$ cat src/dram_front_regs.svh
`ifndef DRAM_FRONT_REGS_SVH
`define DRAM_FRONT_REGS_SVH

// register byte offsets on the control bus
`define REG_BANK_EN   8'h00
`define REG_EXT_BASE  8'h04
`define REG_STATUS    8'h08

// reset values
`define BANK_EN_RST   4'hf
`define EXT_BASE_RST  8'h00

// status word field positions
`define STAT_WIDEN    0
`define STAT_WAIT     1
`define STAT_REQ      2
`define STAT_LONG     3
`define STAT_BSEL     4
`define STAT_DEPOSIT  5
`define STAT_RAS_LO   8

// bus response codes
`define RESP_OKAY     2'b00
`define RESP_SLVERR   2'b10

`endif

$ cat src/dram_front_pkg.sv
package dram_front_pkg;

	typedef enum logic {EDGE_RISE, EDGE_FALL} widen_edge_e;   // phi2 edge ending the widened sync
	typedef enum logic {CHIP_8K, CHIP_16K} chip_e;            // memory chip family
	typedef enum logic {XFER_8, XFER_8_16} xfer_e;            // bus transfer width mode
	typedef enum logic [1:0] {BEN_A15_LOW, BEN_A15_HIGH, BEN_ALWAYS, BEN_STATUS} bank_en_e;
	typedef enum logic [1:0] {WAIT_ANY, WAIT_M1, WAIT_NONE} wait_e;
	typedef enum logic {DEP_XRDY, DEP_DBIN} deposit_e;        // deposit qualifier

	// bus lines seen by the board
	typedef struct packed {
		logic        psync;     // sync pulse
		logic        phi2;      // phase-two bus clock
		logic        smemr;     // memory read status
		logic        sm1;       // instruction fetch status
		logic        sout;      // output status
		logic        sinp;      // input status
		logic        shlta;     // halt status
		logic        sinta;     // interrupt acknowledge status
		logic        phantom_n; // phantom, active low
		logic        error_n;   // error, active low
		logic        sxnreq_n;  // sixteen-bit request, active low
		logic        status_en; // status valid enable term
		logic        mwrite;    // memory write strobe
		logic        xrdy;      // panel ready
		logic        dbin;      // data bus in
		logic [15:0] addr;      // address lines
		logic [7:0]  ext_addr;  // extended address lines
	} bus_in_s;

	// memory front outputs
	typedef struct packed {
		logic       widened;      // widened sync pulse
		logic       refresh_stop; // hold the default-refresh count
		logic       wait_req;     // wait-state request
		logic       cycle_req;    // memory cycle request
		logic       long_cycle;   // stretch the memory cycle
		logic       board_sel;    // board selected
		logic       deposit;      // panel deposit detected
		logic       col_hi;       // shared high column address bit
		logic       col_sel;      // second selectable column bit
		logic [3:0] ras_sel;      // banks receiving the row strobe
	} mem_out_s;

endpackage : dram_front_pkg

$ cat src/bus_sync.sv
`timescale 1ns/100ps
`default_nettype none

module bus_sync #(
	parameter int W = 1 // number of lines
)(
	input  wire logic         aclk,    // system clock
	input  wire logic         aresetn, // synchronous reset, active low
	input  wire logic [W-1:0] d,       // asynchronous lines
	output logic      [W-1:0] q,       // synchronized level
	output logic      [W-1:0] rise,    // one-cycle pulse on a rising level
	output logic      [W-1:0] fall     // one-cycle pulse on a falling level
);

	logic [W-1:0] s1_q; // first stage, read only by the second
	logic [W-1:0] s2_q; // second stage
	logic [W-1:0] s3_q; // delayed copy for edges

	// two-stage capture plus history
	always_ff @(posedge aclk) begin
		if (!aresetn) begin
			s1_q <= '0;
			s2_q <= '0;
			s3_q <= '0;
		end else begin
			s1_q <= d;
			s2_q <= s1_q;
			s3_q <= s2_q;
		end
	end

	assign q    = s2_q;
	assign rise = s2_q & ~s3_q;
	assign fall = ~s2_q & s3_q;

endmodule : bus_sync

`default_nettype wire

$ cat src/s100_dram_cycle_select_config.sv
`timescale 1ns/100ps
`default_nettype none
`include "dram_front_regs.svh"
// Operation
// - hold refresh count while widened sync active
// - wait request comes from widened sync
// - widened sync ends on chosen phi2 edge
// - request latch optionally gated by board select
// - high column bit A13, else A0
// - second column bit A0, A14 or level
// - optional paired banks on sixteen-bit requests
// - bank low bit chosen by mode
// - upper bank bits depend on chip type
// - trigger on every sync or sync with read
// - long cycles only during memory read
// - error line optionally joins board select
// - wait on any cycle, fetch, or never
// - small chips enable on chosen A15 value
// - large chips always or status selected
// - extended compare optionally gates board select
// - deposit is write with ready or data-in
// - widened sync from sync start to edge
// - board select needs enabled bank and status

module s100_dram_cycle_select_config
	import dram_front_pkg::*;
#(
	parameter widen_edge_e sync_widen_edge_strap       = EDGE_RISE,  // ending edge
	parameter bit          request_select_gate_strap   = 1'b1,       // gate request by select
	parameter bit          column_address_source_strap = 1'b0,       // small-chip fixed level
	parameter bit          bank_decode_source_strap    = 1'b1,       // pair banks allowed
	parameter bit          sync_trigger_qualify_strap  = 1'b0,       // sync needs read status
	parameter bit          long_cycle_strap            = 1'b0,       // long cycles on reads
	parameter bit          error_input_strap           = 1'b0,       // error line used
	parameter wait_e       wait_mode_strap             = WAIT_NONE,  // wait generator mode
	parameter bank_en_e    bank_enable_source_strap    = BEN_ALWAYS, // bank enable source
	parameter bit          extended_compare_strap      = 1'b0,       // extended compare used
	parameter deposit_e    deposit_decode_strap        = DEP_XRDY,   // deposit qualifier
	parameter chip_e       chip_type                   = CHIP_16K,   // chip family
	parameter xfer_e       xfer_mode                   = XFER_8      // transfer width mode
)(
	input  wire logic       aclk,          // system clock
	input  wire logic       aresetn,       // synchronous reset, active low
	input  wire bus_in_s    bus_i,         // raw bus lines
	input  wire logic       cycle_clear,   // end of memory cycle, same clock
	output mem_out_s        mem_o,         // memory front outputs
	input  wire logic [7:0] s_axi_awaddr,  // write address
	input  wire logic       s_axi_awvalid, // write address valid
	output logic            s_axi_awready, // write address ready
	input  wire logic [31:0] s_axi_wdata,  // write data
	input  wire logic [3:0] s_axi_wstrb,   // write byte strobes
	input  wire logic       s_axi_wvalid,  // write data valid
	output logic            s_axi_wready,  // write data ready
	output logic [1:0]      s_axi_bresp,   // write response
	output logic            s_axi_bvalid,  // write response valid
	input  wire logic       s_axi_bready,  // write response ready
	input  wire logic [7:0] s_axi_araddr,  // read address
	input  wire logic       s_axi_arvalid, // read address valid
	output logic            s_axi_arready, // read address ready
	output logic [31:0]     s_axi_rdata,   // read data
	output logic [1:0]      s_axi_rresp,   // read response
	output logic            s_axi_rvalid,  // read data valid
	input  wire logic       s_axi_rready   // read data ready
);

	// offset is one of the mapped registers
	function automatic logic is_mapped(input logic [7:0] a);
		is_mapped = (a == `REG_BANK_EN) || (a == `REG_EXT_BASE) || (a == `REG_STATUS);
	endfunction : is_mapped

	// one-hot bank from a two-bit index
	function automatic logic [3:0] bank_onehot(input logic [1:0] idx);
		bank_onehot = 4'h1 << idx;
	endfunction : bank_onehot

	bus_in_s    bus_s;        // synchronized bus lines
	bus_in_s    bus_rise;     // rising edges
	bus_in_s    bus_fall;     // falling edges
	logic [3:0] bank_en_q;    // software bank enables
	logic [7:0] ext_base_q;   // extended address the board answers to
	logic       widen_q;      // widened sync
	logic       widen_d;
	logic       wait_q;       // wait request
	logic       wait_d;
	logic       req_q;        // cycle_request_flop
	logic       req_d;
	logic       long_q;       // long cycle
	logic       bsel_q;       // board select
	logic       bsel_d;
	logic       dep_q;        // deposit level
	logic       dep_d;
	logic       col_hi_q;     // high column bit
	logic       col_sel_q;    // selectable column bit
	logic       col_hi_d;
	logic       col_sel_d;
	logic [3:0] ras_q;        // bank strobe select
	logic [3:0] sel_d;        // decoded banks
	logic       widen_edge;   // configured phi2 edge
	logic       trig;         // memory cycle trigger
	logic       small_chip;   // 8K-type chips fitted
	logic       low_bit;      // bank decode low bit
	logic       up_bit;       // bank decode upper bit
	logic       bank_ok;      // bank enable condition
	logic       ext_match;    // extended_address_comparator result
	logic       status_clear; // no i/o, halt or acknowledge status, not phantom

	// every bus line is sampled twice before use
	bus_sync #(
		.W($bits(bus_in_s))
	) u_sync (
		.aclk    (aclk),
		.aresetn (aresetn),
		.d       (bus_i),
		.q       (bus_s),
		.rise    (bus_rise),
		.fall    (bus_fall)
	);

	// straps are fixed at build time and never change in operation
	assign small_chip = (chip_type == CHIP_8K);

	// widened sync: rises with sync, falls on the chosen phi2 edge after it
	assign widen_edge = (sync_widen_edge_strap == EDGE_RISE) ? bus_rise.phi2
	                                                       : bus_fall.phi2;
	always_comb begin
		if (bus_s.psync) begin
			widen_d = 1'b1;
		end else if (widen_q && widen_edge) begin
			widen_d = 1'b0;
		end else begin
			widen_d = widen_q;
		end
	end

	always_ff @(posedge aclk) begin
		if (!aresetn) begin
			widen_q <= 1'b0;
		end else begin
			widen_q <= widen_d;
		end
	end

	// bank decode bits per chip type and transfer width
	always_comb begin
		if (xfer_mode == XFER_8_16) begin
			low_bit = bus_s.addr[0];
		end else if (small_chip) begin
			low_bit = bus_s.addr[13];
		end else begin
			low_bit = bus_s.addr[14];
		end
		up_bit = small_chip ? bus_s.addr[14] : bus_s.addr[15];
		if (small_chip) begin
			// enable on the chosen half of the space
			bank_ok = bus_s.addr[15] == (bank_enable_source_strap == BEN_A15_HIGH);
		end else if (bank_enable_source_strap == BEN_ALWAYS) begin
			bank_ok = 1'b1;
		end else begin
			// status enable must already be valid at the trigger
			bank_ok = bus_s.status_en;
		end
	end

	// single or paired bank selection
	always_comb begin
		if (!bank_ok) begin
			sel_d = 4'h0;
		end else if (bank_decode_source_strap && !bus_s.sxnreq_n) begin
			sel_d = up_bit ? 4'hc : 4'h3;
		end else begin
			sel_d = bank_onehot({low_bit, up_bit});
		end
	end

	// board select qualifiers
	assign ext_match    = (bus_s.ext_addr == ext_base_q);
	assign status_clear = !bus_s.sout && !bus_s.sinp && !bus_s.shlta && !bus_s.sinta
	                      && bus_s.phantom_n;
	always_comb begin
		bsel_d = (|(sel_d & bank_en_q)) && status_clear;
		if (error_input_strap && !bus_s.error_n) begin
			bsel_d = 1'b0;
		end
		if (extended_compare_strap && !ext_match) begin
			bsel_d = 1'b0;
		end
	end

	always_ff @(posedge aclk) begin
		if (!aresetn) begin
			bsel_q <= 1'b0;
			ras_q  <= 4'h0;
		end else begin
			bsel_q <= bsel_d;
			ras_q  <= bsel_d ? sel_d : 4'h0;
		end
	end

	// wait request taken from the widened sync, qualified by mode
	always_comb begin
		case (wait_mode_strap)
			WAIT_ANY: begin
				wait_d = widen_d && bsel_d;
			end
			WAIT_M1: begin
				wait_d = widen_d && bsel_d && bus_s.sm1;
			end
			default: begin
				wait_d = 1'b0;
			end
		endcase
	end

	always_ff @(posedge aclk) begin
		if (!aresetn) begin
			wait_q <= 1'b0;
		end else begin
			wait_q <= wait_d;
		end
	end

	// panel deposit level
	assign dep_d = bus_s.mwrite && ((deposit_decode_strap == DEP_XRDY) ? bus_s.xrdy
	                                                                 : bus_s.dbin);
	always_ff @(posedge aclk) begin
		if (!aresetn) begin
			dep_q <= 1'b0;
		end else begin
			dep_q <= dep_d;
		end
	end

	// sync or deposit trigger
	assign trig = (bus_rise.psync && (!sync_trigger_qualify_strap || bus_s.smemr))
	              || (dep_d && !dep_q);

	// request latch: a new trigger wins over the end-of-cycle clear
	always_comb begin
		if (trig && (!request_select_gate_strap || bsel_d)) begin
			req_d = 1'b1;
		end else if (cycle_clear) begin
			req_d = 1'b0;
		end else begin
			req_d = req_q;
		end
	end

	always_ff @(posedge aclk) begin
		if (!aresetn) begin
			req_q  <= 1'b0;
			long_q <= 1'b0;
		end else begin
			req_q  <= req_d;
			long_q <= long_cycle_strap && bus_s.smemr && req_d;
		end
	end

	// column address bits presented during the column strobe
	always_comb begin
		col_hi_d = (xfer_mode == XFER_8 && small_chip) ? bus_s.addr[0] : bus_s.addr[13];
		if (small_chip) begin
			col_sel_d = column_address_source_strap;
		end else if (xfer_mode == XFER_8) begin
			col_sel_d = bus_s.addr[0];
		end else begin
			col_sel_d = bus_s.addr[14];
		end
	end

	always_ff @(posedge aclk) begin
		if (!aresetn) begin
			col_hi_q  <= 1'b0;
			col_sel_q <= 1'b0;
		end else begin
			col_hi_q  <= col_hi_d;
			col_sel_q <= col_sel_d;
		end
	end

	// outputs, all straight from flops
	assign mem_o.widened      = widen_q;
	assign mem_o.refresh_stop = widen_q;
	assign mem_o.wait_req     = wait_q;
	assign mem_o.cycle_req    = req_q;
	assign mem_o.long_cycle   = long_q;
	assign mem_o.board_sel    = bsel_q;
	assign mem_o.deposit      = dep_q;
	assign mem_o.col_hi       = col_hi_q;
	assign mem_o.col_sel      = col_sel_q;
	assign mem_o.ras_sel      = ras_q;

	// control bus slave
	logic       aw_full_q;  // write address held
	logic       w_full_q;   // write data held
	logic [7:0] awaddr_q;   // held write address
	logic [31:0] wdata_q;   // held write data
	logic [3:0] wstrb_q;    // held strobes
	logic       wr_go;      // both halves present, perform write
	logic       bvalid_d;
	logic       aw_full_d;
	logic       w_full_d;

	assign wr_go     = aw_full_q && w_full_q && !s_axi_bvalid;
	assign aw_full_d = wr_go ? 1'b0 : (aw_full_q || (s_axi_awvalid && s_axi_awready));
	assign w_full_d  = wr_go ? 1'b0 : (w_full_q || (s_axi_wvalid && s_axi_wready));
	assign bvalid_d  = wr_go || (s_axi_bvalid && !s_axi_bready);

	// write channel capture and response
	always_ff @(posedge aclk) begin
		if (!aresetn) begin
			aw_full_q     <= 1'b0;
			w_full_q      <= 1'b0;
			awaddr_q      <= 8'h00;
			wdata_q       <= 32'h0000_0000;
			wstrb_q       <= 4'h0;
			s_axi_awready <= 1'b1;
			s_axi_wready  <= 1'b1;
			s_axi_bvalid  <= 1'b0;
			s_axi_bresp   <= `RESP_OKAY;
		end else begin
			aw_full_q     <= aw_full_d;
			w_full_q      <= w_full_d;
			s_axi_awready <= !aw_full_d && !bvalid_d;
			s_axi_wready  <= !w_full_d && !bvalid_d;
			s_axi_bvalid  <= bvalid_d;
			if (s_axi_awvalid && s_axi_awready) begin
				awaddr_q <= s_axi_awaddr;
			end
			if (s_axi_wvalid && s_axi_wready) begin
				wdata_q <= s_axi_wdata;
				wstrb_q <= s_axi_wstrb;
			end
			if (wr_go) begin
				s_axi_bresp <= is_mapped(awaddr_q) ? `RESP_OKAY : `RESP_SLVERR;
			end
		end
	end

	// software registers steering bank enable and the extended compare
	always_ff @(posedge aclk) begin
		if (!aresetn) begin
			bank_en_q  <= `BANK_EN_RST;
			ext_base_q <= `EXT_BASE_RST;
		end else if (wr_go && wstrb_q[0]) begin
			if (awaddr_q == `REG_BANK_EN) begin
				bank_en_q <= wdata_q[3:0];
			end else if (awaddr_q == `REG_EXT_BASE) begin
				ext_base_q <= wdata_q[7:0];
			end
		end
	end

	// read channel, answer one cycle after the address is taken
	always_ff @(posedge aclk) begin
		if (!aresetn) begin
			s_axi_arready <= 1'b1;
			s_axi_rvalid  <= 1'b0;
			s_axi_rdata   <= 32'h0000_0000;
			s_axi_rresp   <= `RESP_OKAY;
		end else if (s_axi_arvalid && s_axi_arready) begin
			s_axi_arready <= 1'b0;
			s_axi_rvalid  <= 1'b1;
			s_axi_rresp   <= is_mapped(s_axi_araddr) ? `RESP_OKAY : `RESP_SLVERR;
			s_axi_rdata   <= 32'h0000_0000;
			if (s_axi_araddr == `REG_BANK_EN) begin
				s_axi_rdata[3:0] <= bank_en_q;
			end else if (s_axi_araddr == `REG_EXT_BASE) begin
				s_axi_rdata[7:0] <= ext_base_q;
			end else if (s_axi_araddr == `REG_STATUS) begin
				s_axi_rdata[`STAT_WIDEN]   <= widen_q;
				s_axi_rdata[`STAT_WAIT]    <= wait_q;
				s_axi_rdata[`STAT_REQ]     <= req_q;
				s_axi_rdata[`STAT_LONG]    <= long_q;
				s_axi_rdata[`STAT_BSEL]    <= bsel_q;
				s_axi_rdata[`STAT_DEPOSIT] <= dep_q;
				s_axi_rdata[`STAT_RAS_LO +: 4] <= ras_q;
			end
		end else if (s_axi_rvalid && s_axi_rready) begin
			s_axi_arready <= 1'b1;
			s_axi_rvalid  <= 1'b0;
		end
	end
endmodule : s100_dram_cycle_select_config

`default_nettype wire

$ cat config.mk
export PLATFORM = sky130hd
export DESIGN_NAME = s100_dram_cycle_select_config
export DESIGN_NICKNAME = d
export VERILOG_FILES = /design/src/dram_front_pkg.sv /design/src/bus_sync.sv /design/src/s100_dram_cycle_select_config.sv
export VERILOG_INCLUDE_DIRS = /design/src
export SDC_FILE = /design/constraint.sdc
export NUM_CORES = 1
export LEC_CHECK = 0
export ABC_CLOCK_PERIOD_IN_PS = 1550
export BUFFER_PORTS_ARGS = -buffer_cell sky130_fd_sc_hd__buf_2
export CAP_MARGIN = 20
export CORE_UTILIZATION = 44
export CTS_BUF_LIST = sky130_fd_sc_hd__clkbuf_8
export DETAILED_ROUTE_END_ITERATION = 8
export MAX_ROUTING_LAYER = met4
export PLACE_DENSITY_LB_ADDON = 0.05
export SLEW_MARGIN = 10
export SYNTH_ARGS = -nofsm -noshare
export SYNTH_HDL_FRONTEND = slang
export SYNTH_SLANG_ARGS = --single-unit
$ cat constraint.sdc
create_clock -name aclk -period 1.55 [get_ports aclk]
set_clock_uncertainty 0.05 [all_clocks]
set_input_delay 0.31 -clock aclk [delete_from_list [all_inputs] [get_ports aclk]]
set_output_delay 0.31 -clock aclk [all_outputs]
set_load 0.01 [all_outputs]
==> reports/qor.txt <==
Synth Instances -> 367
Arrival @ worst endpoint -> 1610 ps
Mapped Avg Cell Area -> 9.290 um^2
Run status -> completed
Synth Cell Area -> 0.003410 mm^2
DRT antenna net count -> 0
CP max FO -> 7
Clock-pin slew on the worst setup and hold paths -> 80 ps
Peak VDD IR -> 0.0007598 V
Clk buf depth -> 2
CP Capture Type -> register
Global Route Usage Sum -> 15.53%
Final period util -> 90.40%
DRT iter0 DRCs -> 94
Multi-input logic area -> 0.001381 mm^2
Setup repair bufs after CTS -> 0
Pre-Repair DR Iteration Count -> 4
Post-synth cell types -> 37
Vias in the first global route -> 2286
Hold Buf Count CTS -> 0
Setup Total Neg Slack -> 0 ps
Buf/Inv on CP -> 1
Fin nets -> 536
Core footprint -> 0.007370 mm^2
Fmax achieved -> 713.7 MHz
Chip width -> 90.03 um
Cts repair resizes -> 0
Sequential area share after synthesis -> 52.84%
Type of the worst setup path -> reg2reg
# diodes -> 0
LEAKAGE -> 1.774 nW
I/O pin count -> 153
Number of port buffers -> 76
Req. time, crit path -> 1760 ps
CP cell instances -> and2b_1, mux2i_1, a21oi_1, buf_4, o31ai_1
Hold WC Path Type -> in2reg
CTS Buf Count -> 9
Area after DPL -> 0.003782 mm^2
Delay-heaviest family, CP -> flip-flops
Ys async rst share -> 0%
RePlAce Congestion -> 0.6997
Final hold vios -> 0
CP Launch Type -> register
Synth top area cells -> dfxtp_1 53%, buf_4 6.8%, nand2_1 6.6%
Chip Height -> 90.03 um
Root Buffer Master -> clkbuf_8
Setup Viol. Count Final -> 0
# rows -> 31
CTS tree -> done
Non-filler cells, final -> 540
Total of fill cells in the finished design -> 727
Total Routed Length -> 5.936 mm
Synth warn -> 0
Register area -> 0.001802 mm^2
Post-synth EDFFs -> 0
Grt ovf -> 0
Final Cell Area -> 0.003991 mm^2
Power Density -> 1115 mW/mm^2
Synth area leader -> dfxtp_1
Worst-Skew Late Latency -> 350 ps
Synth top cells by count -> 90 x dfxtp_1, 60 x nand2_1, 35 x and2_1, 31 x buf_4, 23 x nand3_1
Main synth FF type -> dfxtp_1
Initial Utilization -> 46.26%
Slowest Stage Delay on Critical Path -> 430 ps
Slew Limit Fails -> 0
Post-detail-place hpwl -> 4.229 mm
Die area -> 0.008105 mm^2
Max-cap violation count -> 0
Largest net degree at the start of global routing -> 67
Htree depth -> 3
DR vias/cell -> 4.663
Routed wire per std cell -> 10.99 um
Via count -> 2518
Fin crit period -> 1401 ps
Layout area overhead -> 17.06%
Initial antenna violation count -> 0
Count leader, synth -> dfxtp_1
RSZ-0062 raised after global routing -> no
CTS sink count -> 90
Register bit total from synthesis -> 90
First-pass GRT wire length -> 9.977 mm
CP max-delay cell -> dfxtp_1
Layout cells sized above 1 -> 23.81%
DRC errors left -> 0
Synth top area share -> 52.84%
Placed cells -> 525
## cell families (layout without fill, tap and decap cells)
kind of cell / count (synthesis) / in the layout / synth area share [%]
simple gates: 155 / 155 / 23.34
flops: 90 / 90 / 52.84
compound gates: 59 / 59 / 11.49
buf+inv: 52 / 103 / 9.174
mux: 10 / 10 / 3.046
other cells: 1 / 24 / 0.1100
## per-layer routing
| layer | vias up | share of wire [%] | global-route usage [%] |
|---|---|---|---|
| met5 | - | 0 | - |
| met1 | 1105 | 49 | 19.42 |
| li1 | 1318 | - | - |
| met4 | 0 | 1.7 | 6.855 |
| met2 | 85 | 44 | 23.92 |
| met3 | 10 | 5.8 | 3.638 |
## final cells by class
class	instances	share of cell area, %
clock inverter	6	2.132
timing repair buffer	86	11.72
multi-input combinational	248	34.61
clock buffer	9	3.103
sequential	90	45.14
tap	99	3.103
inverter	2	0.1881
## worst paths after layout
check	from	end	cells past startpoint	slack (ps)
hold / removal	bus_i[37]	u_sync.s1_q[37]	2	110
hold reg to reg	u_sync.s1_q[32]	u_sync.q[32]	1	390
setup / recovery	u_sync.q[28]	req_q	5	150
setup reg to reg	u_sync.q[28]	req_q	5	150
## flip-flops by register name, summed over array words and instances, names as in the netlist, 4 cells and up
name and flops:
awaddr_q 8, bank_en_q 4, ext_base_q 8, ras_q 4
s_axi_rdata 12, u_sync.q 14, u_sync.s1_q 14, u_sync.s3_q 4
wdata_q 8
## through the flow
step	worst slack, ps	hold WS [ps]	power [mW]	util, %
3_5_place_dp	-109.6	366.9	2.843	51.32
3_3_place_gp	-73.03	364.1	2.837	51.32
6_report	148.8	114.4	4.451	54.16
2_1_floorplan	71.25	361.9	2.759	-
4_1_cts	141.6	99.12	4.508	54.16
5_1_grt	17.37	107.7	4.655	54.16
## cells in the final DEF, fill, tap and decap left out, types with 2 or more instances in the layout
cell	instances
dfxtp_1	90
buf_2	76
nand2_1	60
and2_1	35
conb_1	24
nand3_1	23
a21boi_0	20
o21ai_0	18
nor2_1	9
clkbuf_8	9
buf_4	9
a21oi_1	8
mux2i_1	7
nor2b_1	6
inv_1	4
nand4_1	3
nor3_1	3
mux2_2	3
nand2b_1	3
o31ai_1	3
and3b_1	2
nor4_1	2
nor3b_1	2
and3_1	2
a22o_1	2
a32oi_1	2
a32o_1	2
bufinv_16	2
clkinv_4	2
## power by group
part,internal [mW],switching [mW],total [mW]
clock,0.894,0.774,1.67
combinational,0.149,0.193,0.342
sequential,2.40,0.0438,2.44
total,3.44,1.01,4.45
## worst reg2reg max path, delay by kind of cell (launching register included)
family	cells	cell delay, ps
flops	1	430
compound gates	2	260
simple gates	1	230
mux	1	200
buf+inv	1	150
Note: power is estimated with default switching activity, not from simulation.
